<file path="src/verilog/avc_pkg.sv">
package avc_pkg;
    // Register offsets
    localparam logic [7:0] OFS_PATH_CTRL = 8'h11;
    localparam logic [7:0] OFS_IN_FLOOR = 8'h12;
    localparam logic [7:0] OFS_IN_FULL = 8'h13;
    localparam logic [7:0] OFS_DRV_FLOOR = 8'h14;
    localparam logic [7:0] OFS_DRV_CEIL = 8'h15;
    localparam logic [7:0] OFS_NOMINAL = 8'h16;
    localparam logic [7:0] OFS_CAL_BEMF = 8'h19;
    // Control register fields
    localparam int PEAK_LSB = 2;
    localparam int CUTOFF_LSB = 0;
    localparam int RSVD_LSB = 4;
    // Reset values
    localparam logic [1:0] RST_PEAK = 2'h1;
    localparam logic [1:0] RST_CUTOFF = 2'h1;
    localparam logic [7:0] RST_IN_FLOOR = 8'h19;
    localparam logic [7:0] RST_IN_FULL = 8'hff;
    localparam logic [7:0] RST_DRV_FLOOR = 8'h19;
    localparam logic [7:0] RST_DRV_CEIL = 8'hff;
    localparam logic [7:0] RST_NOMINAL = 8'h3e;
    localparam logic [7:0] RST_CAL_BEMF = 8'h6f;
    localparam logic [7:0] UNMAPPED_DATA = 8'h00;
endpackage

</file>
<file path="src/verilog/avc_reset_sync.sv">
`timescale 1ns/1ps
`default_nettype none
module avc_reset_sync (
    input wire logic ref_clk,
    input wire logic rstn,
    output logic rst_n_sync
);
    logic stage_reg;

    // Two-stage release of the asynchronous reset
    always_ff @(posedge ref_clk or negedge rstn) begin
        if (!rstn) begin
            stage_reg <= 1'b0;
            rst_n_sync <= 1'b0;
        end else begin
            stage_reg <= 1'b1;
            rst_n_sync <= stage_reg;
        end
    end
endmodule
`default_nettype wire

</file>
<file path="src/verilog/avc_config_regs.sv">
`timescale 1ns/1ps
`default_nettype none
// Function
// - Peak window field bits 3:2, reset 1
// - Cutoff field bits 1:0, reset 1
// - Inputs below floor are ignored, reset 0x19
// - Full-scale input code, reset 0xff
// - Drive not below floor code unless floor exceeds ceiling, reset 0x19
// - Drive never above ceiling code, reset 0xff
// - Closed loop uses nominal level, reset 0x3e
// - Open loop uses overdrive level instead
// - Calibration stores back-EMF result, 8 bits
module avc_config_regs (
    input wire logic ref_clk,
    input wire logic rstn,
    input wire logic reg_wr_en,
    input wire logic reg_rd_en,
    input wire logic [7:0] reg_addr,
    input wire logic [7:0] reg_wdata,
    output logic [7:0] reg_rdata,
    output logic reg_rd_valid,
    input wire logic closed_loop,
    input wire logic [7:0] overdrive_clamp_level,
    input wire logic audio_amp_valid,
    input wire logic [7:0] audio_amp,
    input wire logic cal_done,
    input wire logic [7:0] cal_backemf,
    output logic [1:0] peak_window_sel,
    output logic [1:0] lowpass_cutoff_sel,
    output logic [7:0] input_floor_level,
    output logic [7:0] input_full_scale_level,
    output logic [7:0] drive_floor_level,
    output logic [7:0] drive_ceiling_level,
    output logic [7:0] actuator_nominal_reg,
    output logic [7:0] calibrated_backemf_level,
    output logic [7:0] full_scale_ref,
    output logic audio_drive_valid,
    output logic [7:0] audio_drive_level,
    output logic cal_stale
);
    logic rst_n_sync;

    avc_reset_sync u_reset_sync (
        .ref_clk(ref_clk),
        .rstn(rstn),
        .rst_n_sync(rst_n_sync)
    );

    function automatic logic hit(input logic [7:0] addr, input logic [7:0] ofs);
        hit = (addr == ofs);
    endfunction

    function automatic logic [7:0] clamp(input logic [7:0] v, input logic [7:0] lo, input logic [7:0] hi);
        logic [7:0] t;
        t = (v < lo) ? lo : v;
        clamp = (t > hi) ? hi : t;
    endfunction

    logic wr_ctrl;
    logic wr_nominal;
    assign wr_ctrl = reg_wr_en && hit(reg_addr, avc_pkg::OFS_PATH_CTRL);
    assign wr_nominal = reg_wr_en && hit(reg_addr, avc_pkg::OFS_NOMINAL);

    ////////////////////////////////////////////////////////////////////////////
    // Control register fields
    always_ff @(posedge ref_clk or negedge rst_n_sync) begin
        if (!rst_n_sync) begin
            peak_window_sel <= avc_pkg::RST_PEAK;
            lowpass_cutoff_sel <= avc_pkg::RST_CUTOFF;
        end else if (wr_ctrl) begin
            peak_window_sel <= reg_wdata[avc_pkg::PEAK_LSB +: 2];
            lowpass_cutoff_sel <= reg_wdata[avc_pkg::CUTOFF_LSB +: 2];
        end
    end

    ////////////////////////////////////////////////////////////////////////////
    // Level registers
    always_ff @(posedge ref_clk or negedge rst_n_sync) begin
        if (!rst_n_sync) begin
            input_floor_level <= avc_pkg::RST_IN_FLOOR;
            input_full_scale_level <= avc_pkg::RST_IN_FULL;
            drive_floor_level <= avc_pkg::RST_DRV_FLOOR;
            drive_ceiling_level <= avc_pkg::RST_DRV_CEIL;
            actuator_nominal_reg <= avc_pkg::RST_NOMINAL;
        end else if (reg_wr_en) begin
            if (hit(reg_addr, avc_pkg::OFS_IN_FLOOR)) begin
                input_floor_level <= reg_wdata;
            end
            if (hit(reg_addr, avc_pkg::OFS_IN_FULL)) begin
                input_full_scale_level <= reg_wdata;
            end
            if (hit(reg_addr, avc_pkg::OFS_DRV_FLOOR)) begin
                drive_floor_level <= reg_wdata;
            end
            if (hit(reg_addr, avc_pkg::OFS_DRV_CEIL)) begin
                drive_ceiling_level <= reg_wdata;
            end
            if (wr_nominal) begin
                actuator_nominal_reg <= reg_wdata;
            end
        end
    end

    ////////////////////////////////////////////////////////////////////////////
    // Calibration result, hardware update beats host write
    always_ff @(posedge ref_clk or negedge rst_n_sync) begin
        if (!rst_n_sync) begin
            calibrated_backemf_level <= avc_pkg::RST_CAL_BEMF;
        end else if (cal_done) begin
            calibrated_backemf_level <= cal_backemf;
        end else if (reg_wr_en && hit(reg_addr, avc_pkg::OFS_CAL_BEMF)) begin
            calibrated_backemf_level <= reg_wdata;
        end
    end

    // Stale result flag, a nominal write beats a finishing calibration
    always_ff @(posedge ref_clk or negedge rst_n_sync) begin
        if (!rst_n_sync) begin
            cal_stale <= 1'b0;
        end else if (wr_nominal) begin
            cal_stale <= 1'b1;
        end else if (cal_done) begin
            cal_stale <= 1'b0;
        end
    end

    ////////////////////////////////////////////////////////////////////////////
    // Full-scale reference select
    always_ff @(posedge ref_clk or negedge rst_n_sync) begin
        if (!rst_n_sync) begin
            full_scale_ref <= avc_pkg::RST_NOMINAL;
        end else if (closed_loop) begin
            full_scale_ref <= actuator_nominal_reg;
        end else begin
            full_scale_ref <= overdrive_clamp_level;
        end
    end

    ////////////////////////////////////////////////////////////////////////////
    // Audio amplitude to drive level
    always_ff @(posedge ref_clk or negedge rst_n_sync) begin
        if (!rst_n_sync) begin
            audio_drive_valid <= 1'b0;
            audio_drive_level <= 8'h00;
        end else begin
            audio_drive_valid <= audio_amp_valid && (audio_amp >= input_floor_level);
            if (audio_amp_valid && audio_amp >= input_full_scale_level && audio_amp >= input_floor_level) begin
                audio_drive_level <= clamp(drive_ceiling_level, drive_floor_level,
                                           drive_ceiling_level);
            end else if (audio_amp_valid && audio_amp >= input_floor_level) begin
                audio_drive_level <= clamp(audio_amp, drive_floor_level,
                                           drive_ceiling_level);
            end
        end
    end

    ////////////////////////////////////////////////////////////////////////////
    // Register read port
    always_ff @(posedge ref_clk or negedge rst_n_sync) begin
        if (!rst_n_sync) begin
            reg_rdata <= 8'h00;
            reg_rd_valid <= 1'b0;
        end else begin
            reg_rd_valid <= reg_rd_en;
            if (reg_rd_en) begin
                unique case (reg_addr)
                    avc_pkg::OFS_PATH_CTRL: begin
                        reg_rdata <= {4'h0, peak_window_sel, lowpass_cutoff_sel};
                    end
                    avc_pkg::OFS_IN_FLOOR: begin
                        reg_rdata <= input_floor_level;
                    end
                    avc_pkg::OFS_IN_FULL: begin
                        reg_rdata <= input_full_scale_level;
                    end
                    avc_pkg::OFS_DRV_FLOOR: begin
                        reg_rdata <= drive_floor_level;
                    end
                    avc_pkg::OFS_DRV_CEIL: begin
                        reg_rdata <= drive_ceiling_level;
                    end
                    avc_pkg::OFS_NOMINAL: begin
                        reg_rdata <= actuator_nominal_reg;
                    end
                    avc_pkg::OFS_CAL_BEMF: begin
                        reg_rdata <= calibrated_backemf_level;
                    end
                    default: begin
                        reg_rdata <= avc_pkg::UNMAPPED_DATA;
                    end
                endcase
            end
        end
    end

    ////////////////////////////////////////////////////////////////////////////
    // Checks
    property p_peak_write;
        @(posedge ref_clk) disable iff (!rst_n_sync)
        wr_ctrl |=> peak_window_sel == $past(reg_wdata[3:2]);
    endproperty
    a_peak_write: assert property (p_peak_write) else $error("peak window not written");

    property p_cutoff_write;
        @(posedge ref_clk) disable iff (!rst_n_sync)
        wr_ctrl |=> lowpass_cutoff_sel == $past(reg_wdata[1:0]);
    endproperty
    a_cutoff_write: assert property (p_cutoff_write) else $error("cutoff not written");

    property p_floor_ignore;
        @(posedge ref_clk) disable iff (!rst_n_sync)
        (audio_amp_valid && audio_amp < input_floor_level)
        |=> !audio_drive_valid && audio_drive_level == $past(audio_drive_level);
    endproperty
    a_floor_ignore: assert property (p_floor_ignore) else $error("sub-floor input drove");

    property p_full_scale;
        @(posedge ref_clk) disable iff (!rst_n_sync)
        (audio_amp_valid && audio_amp >= input_full_scale_level && audio_amp >= input_floor_level
         && drive_floor_level <= drive_ceiling_level)
        |=> audio_drive_valid && audio_drive_level == $past(drive_ceiling_level);
    endproperty
    a_full_scale: assert property (p_full_scale) else $error("full scale not at ceiling");

    property p_drive_min;
        @(posedge ref_clk) disable iff (!rst_n_sync)
        (audio_drive_valid && drive_floor_level <= drive_ceiling_level && $stable(drive_floor_level)
         && $stable(drive_ceiling_level)) |-> audio_drive_level >= drive_floor_level;
    endproperty
    a_drive_min: assert property (p_drive_min) else $error("drive below floor");

    property p_drive_max;
        @(posedge ref_clk) disable iff (!rst_n_sync)
        (audio_drive_valid && $stable(drive_ceiling_level)) |-> audio_drive_level <= drive_ceiling_level;
    endproperty
    a_drive_max: assert property (p_drive_max) else $error("drive above ceiling");

    property p_closed_ref;
        @(posedge ref_clk) disable iff (!rst_n_sync)
        (rst_n_sync && closed_loop) |=> full_scale_ref == $past(actuator_nominal_reg);
    endproperty
    a_closed_ref: assert property (p_closed_ref) else $error("closed loop reference wrong");

    property p_open_ref;
        @(posedge ref_clk) disable iff (!rst_n_sync)
        (rst_n_sync && !closed_loop) |=> full_scale_ref == $past(overdrive_clamp_level);
    endproperty
    a_open_ref: assert property (p_open_ref) else $error("open loop reference wrong");

    property p_stale;
        @(posedge ref_clk) disable iff (!rst_n_sync)
        wr_nominal ##1 (!wr_nominal && !cal_done) [*2] |-> cal_stale;
    endproperty
    a_stale: assert property (p_stale) else $error("stale flag lost");

    property p_cal_store;
        @(posedge ref_clk) disable iff (!rst_n_sync)
        cal_done |=> calibrated_backemf_level == $past(cal_backemf) && !(cal_stale && !$past(wr_nominal));
    endproperty
    a_cal_store: assert property (p_cal_store) else $error("calibration result not stored");

    property p_reserved;
        @(posedge ref_clk) disable iff (!rst_n_sync)
        (reg_rd_en && reg_addr == avc_pkg::OFS_PATH_CTRL) |=> reg_rd_valid && reg_rdata[7:4] == 4'h0;
    endproperty
    a_reserved: assert property (p_reserved) else $error("reserved bits not zero");

    property p_floor_write;
        @(posedge ref_clk) disable iff (!rst_n_sync)
        (reg_wr_en && reg_addr == avc_pkg::OFS_IN_FLOOR) |=> input_floor_level == $past(reg_wdata);
    endproperty
    a_floor_write: assert property (p_floor_write) else $error("input floor not written");

    property p_full_write;
        @(posedge ref_clk) disable iff (!rst_n_sync)
        (reg_wr_en && reg_addr == avc_pkg::OFS_IN_FULL) |=> input_full_scale_level == $past(reg_wdata);
    endproperty
    a_full_write: assert property (p_full_write) else $error("input full scale not written");

    property p_drv_floor_write;
        @(posedge ref_clk) disable iff (!rst_n_sync)
        (reg_wr_en && reg_addr == avc_pkg::OFS_DRV_FLOOR) |=> drive_floor_level == $past(reg_wdata);
    endproperty
    a_drv_floor_write: assert property (p_drv_floor_write) else $error("drive floor not written");

    property p_drv_ceil_write;
        @(posedge ref_clk) disable iff (!rst_n_sync)
        (reg_wr_en && reg_addr == avc_pkg::OFS_DRV_CEIL) |=> drive_ceiling_level == $past(reg_wdata);
    endproperty
    a_drv_ceil_write: assert property (p_drv_ceil_write) else $error("drive ceiling not written");

    property p_nominal_write;
        @(posedge ref_clk) disable iff (!rst_n_sync)
        wr_nominal |=> actuator_nominal_reg == $past(reg_wdata);
    endproperty
    a_nominal_write: assert property (p_nominal_write) else $error("nominal level not written");

    property p_stale_clear;
        @(posedge ref_clk) disable iff (!rst_n_sync)
        (cal_done && !wr_nominal) |=> !cal_stale;
    endproperty
    a_stale_clear: assert property (p_stale_clear) else $error("stale flag not cleared");
endmodule
`default_nettype wire

</file>
<file path="config.mk">
export PLATFORM = sky130hd
export DESIGN_NAME = avc_config_regs
export DESIGN_NICKNAME = d
export VERILOG_FILES = /design/src/verilog/avc_pkg.sv /design/src/verilog/avc_reset_sync.sv /design/src/verilog/avc_config_regs.sv
export SDC_FILE = /design/constraint.sdc
export NUM_CORES = 1
export LEC_CHECK = 0
export ABC_AREA = 1
export BUFFER_PORTS_ARGS = -buffer_cell sky130_fd_sc_hd__buf_2
export CORE_MARGIN = 2
export CORE_UTILIZATION = 55
export CTS_CLUSTER_SIZE = 16
export DETAILED_ROUTE_END_ITERATION = 10
export GPL_TIMING_DRIVEN = 0
export PLACE_DENSITY = 0.81
export SLEW_MARGIN = 0
export SYNTH_ARGS = -nofsm -noshare
export SYNTH_HDL_FRONTEND = slang
export SYNTH_SLANG_ARGS = --single-unit
</file>
<file path="constraint.sdc">
create_clock -name ref_clk -period 3.5 [get_ports ref_clk]
set_clock_uncertainty 0.15 [all_clocks]
set_input_delay 0.35 -clock ref_clk [delete_from_list [all_inputs] [get_ports ref_clk]]
set_output_delay 0.35 -clock ref_clk [all_outputs]
set_load 0.01 [all_outputs]
</file>
==> impl_metrics.json <==
{
  "peakVddDrop_v": 0.000336,
  "synthesis.area_um2": 5410,
  "wl_um": 16700,
  "rows": 36,
  "grt-ovfl-total": 0,
  "netlist_instances": 677,
  "tns_ns": 0,
  "arrival_ns": 3.52,
  "cts_root_buf": "clkbuf_8",
  "n_antenna_cell": 0,
  "yosysWarningCount": 0,
  "synth_top_area_share_pct": 19.4,
  "p_leak_nw": 3.54,
  "start_kind": "register",
  "power_density_nw_per_um2": 423,
  "hold_class": "input pin to register",
  "crit_type": "register to register",
  "fp.dieW_um": 103,
  "drv_cap": 0,
  "synth_top_area_cell": "dfstp_2",
  "fmax_mhz": 298,
  "chipHeight_um": 103,
  "gp_congestion": 0.954,
  "clk_pin_slew_ns": 0.09,
  "final_cells": 965,
  "yosysSeqAreaShare_pct": 38.4,
  "finalHoldViolations": 0,
  "synth-xor-area-share_pct": 0,
  "cp-end-kind": "register",
  "path_max_fanout": 8,
  "slew_viol_final": 0,
  "min_period_ns": 3.36,
  "dp_hpwl_um": 12100,
  "cts_tree": "done",
  "via_per_inst": 5.62,
  "synth_fp_nets": 770,
  "drtPass1Iterations": 6,
  "period_share_pct": 96.0,
  "cts_made_buffers": 9,
  "drive_gt1_share_pct": 35.9,
  "drc_errors": 0,
  "cts.sinks": 81,
  "synth-edff-count": 0,
  "insertion_delay_ns": 0.37,
  "initial_utilization_pct": 56.1,
  "synth_area_per_cell_um2": 7.99,
  "nFillCells": 805,
  "dieArea_um2": 10600,
  "drt_iter0_drc": 347,
  "synth.top_cells.by_area": "dfstp_2, dfrtp_1, nand2_1",
  "antenna_found_initial": 0,
  "synthMuxAreaShare_pct": 1.67,
  "async_reset_ff_share_pct": 100,
  "htree_levels": 3,
  "synth_cell_types": 40,
  "synthAdderAreaFrac_pct": 10.6,
  "syn_to_final_growth_pct": 25.8,
  "synth_top_family_by_area": "simple AND/OR/NAND/NOR gates",
  "place_inst": 935,
  "regToRegSetupSlack_ns": 0.14,
  "grt_pass1_wl_um": 25000,
  "wire_per_inst_um": 17.3,
  "fin_nets": 920,
  "synth_simple_gate_area_share_pct": 29.0,
  "worstPathRequired_ns": 3.66,
  "via_count": 5422,
  "setup_viol": 0,
  "clk_path_buf_depth": 2,
  "portBuffers": 124,
  "grt_pass1_vias": 5147,
  "grt_start_max_net_pins": 55,
  "final_antenna_net_count": 0,
  "synth_compound_area_share_pct": 12.6,
  "io_pins": 126,
  "track_usage_pct": 31.0,
  "synth-main-ff-cell": "dfrtp_1",
  "status": "complete, no violations",
  "core_area_um2": 9640,
  "ys_seq_elements": 81
}
## cells in the mapped netlist (all sizes together), types with 4 or more instances
| cell type | n |
|---|---|
| nand2 | 232 |
| inv | 90 |
| nand3 | 62 |
| o21ai | 54 |
| ha | 46 |
| dfrtp | 41 |
| dfstp | 40 |
| a21oi | 22 |
| and2 | 14 |
| nor2 | 14 |
| mux2 | 8 |
| nor3 | 7 |
| o22ai | 7 |
| buf | 6 |
| o21a | 5 |
| o311ai | 5 |
| a22o | 4 |
| clkbuf | 4 |
| nand4 | 4 |
## layout by cell type, fill, tap and decap left out, types with 12 or more instances in the layout
master,count
ha_1,39
buf_2,126
o21ai_0,26
dfstp_2,40
dfrtp_1,40
inv_1,79
nand3_1,53
o21ai_2,16
and2_1,12
a21oi_1,19
nand2_2,12
o21ai_1,12
nand2_4,15
nand2_1,205
## critical path, cell delays in order, from the launching register on
cell and delay, ns:
dfstp_2 0.58, clkinvlp_4 0.23, ha_4 0.31, nand2_1 0.06, inv_1 0.04, nand2_1 0.07, nand2_2 0.07, nand2_4 0.10
buf_4 0.12, nand3_1 0.09, and2_4 0.19, ha_4 0.27, nand2_2 0.08, nor2_4 0.18, nand4_4 0.23, nand2_8 0.15
nand3_1 0.10, nand2_1 0.11, nand3_1 0.08, nand2_1 0.07
## repair_timing
item,CTS,global route
endpoints found under the setup margin,8,8
buffers inserted,0,8
endpoints found under the hold margin,3,0
hold buffers,2,0
gates resized for setup,1,49
cloned,0,4
pin swaps,0,16
## report_power, final
group          switching, mW  leakage [nW]  total (mW)  internal, mW
Sequential            0.0654         0.959        1.09          1.02
Clock                  0.350         0.104       0.753         0.402
Combinational          0.649          2.48        1.04         0.389
Total                   1.06          3.54        2.88          1.81
## through the flow
| stage | worst slack [ns] | total power, mW | instance area, µm² | util, % | hold WS (ns) |
|---|---|---|---|---|---|
| after detailed placement | -0.0164 | 1.94 | 6230 | 64.6 | -0.0123 |
| after floorplan | 0.542 | 1.67 | 5410 | - | -0.0956 |
| after global routing | -0.0575 | 3.04 | 6810 | 70.6 | 0.0515 |
| final | 0.142 | 2.88 | 6810 | 70.6 | 0.0421 |
| after global placement | 0.0623 | 1.89 | 6200 | 64.3 | -0.0148 |
| after CTS | 0.0194 | 2.68 | 6460 | 67.1 | 0.0368 |
## worst paths after layout
kind	from	to	cells after the start
worst max-delay path	drive_floor_level[3]	audio_drive_level[5]	19
max in group asynchronous	u_reset_sync.rst_n_sync	input_full_scale_level[7]	1
worst max register to register	drive_floor_level[3]	audio_drive_level[5]	19
min in group asynchronous	u_reset_sync.rst_n_sync	full_scale_ref[0]	0
worst min-delay path	cal_backemf[3]	calibrated_backemf_level[3]	3
worst min register to register	u_reset_sync.rst_n_sync	full_scale_ref[0]	0
## per-layer routing
metal / track usage, % / vias up / share of wire (%)
li1: - / 2545 / -
met1: 39.1 / 2584 / 39
met2: 53.3 / 249 / 50
met3: 5.65 / 44 / 8.0
met4: 11.0 / 0 / 2.7
met5: 0 / - / 0
## layout make-up
cell class / count / area (µm²) / area share (%)
multi-input combinational: 499 / 3200 / 47.0
sequential: 81 / 2080 / 30.6
timing repair buffer: 135 / 728 / 10.7
inverter: 91 / 349 / 5.13
tap: 133 / 166 / 2.44
clock buffer: 11 / 131 / 1.93
clock inverter: 5 / 81.3 / 1.19
buffer: 10 / 70.1 / 1.03
## cell families after synthesis
group,count (synthesis)
other,1
adder cells (fa/ha/maj),46
multiplexers,8
AND/OR/NAND/NOR,334
flip-flops,81
AO/OA/AOI/OAI,106
buffers and inverters,101
(Power assumes the default switching activity.)
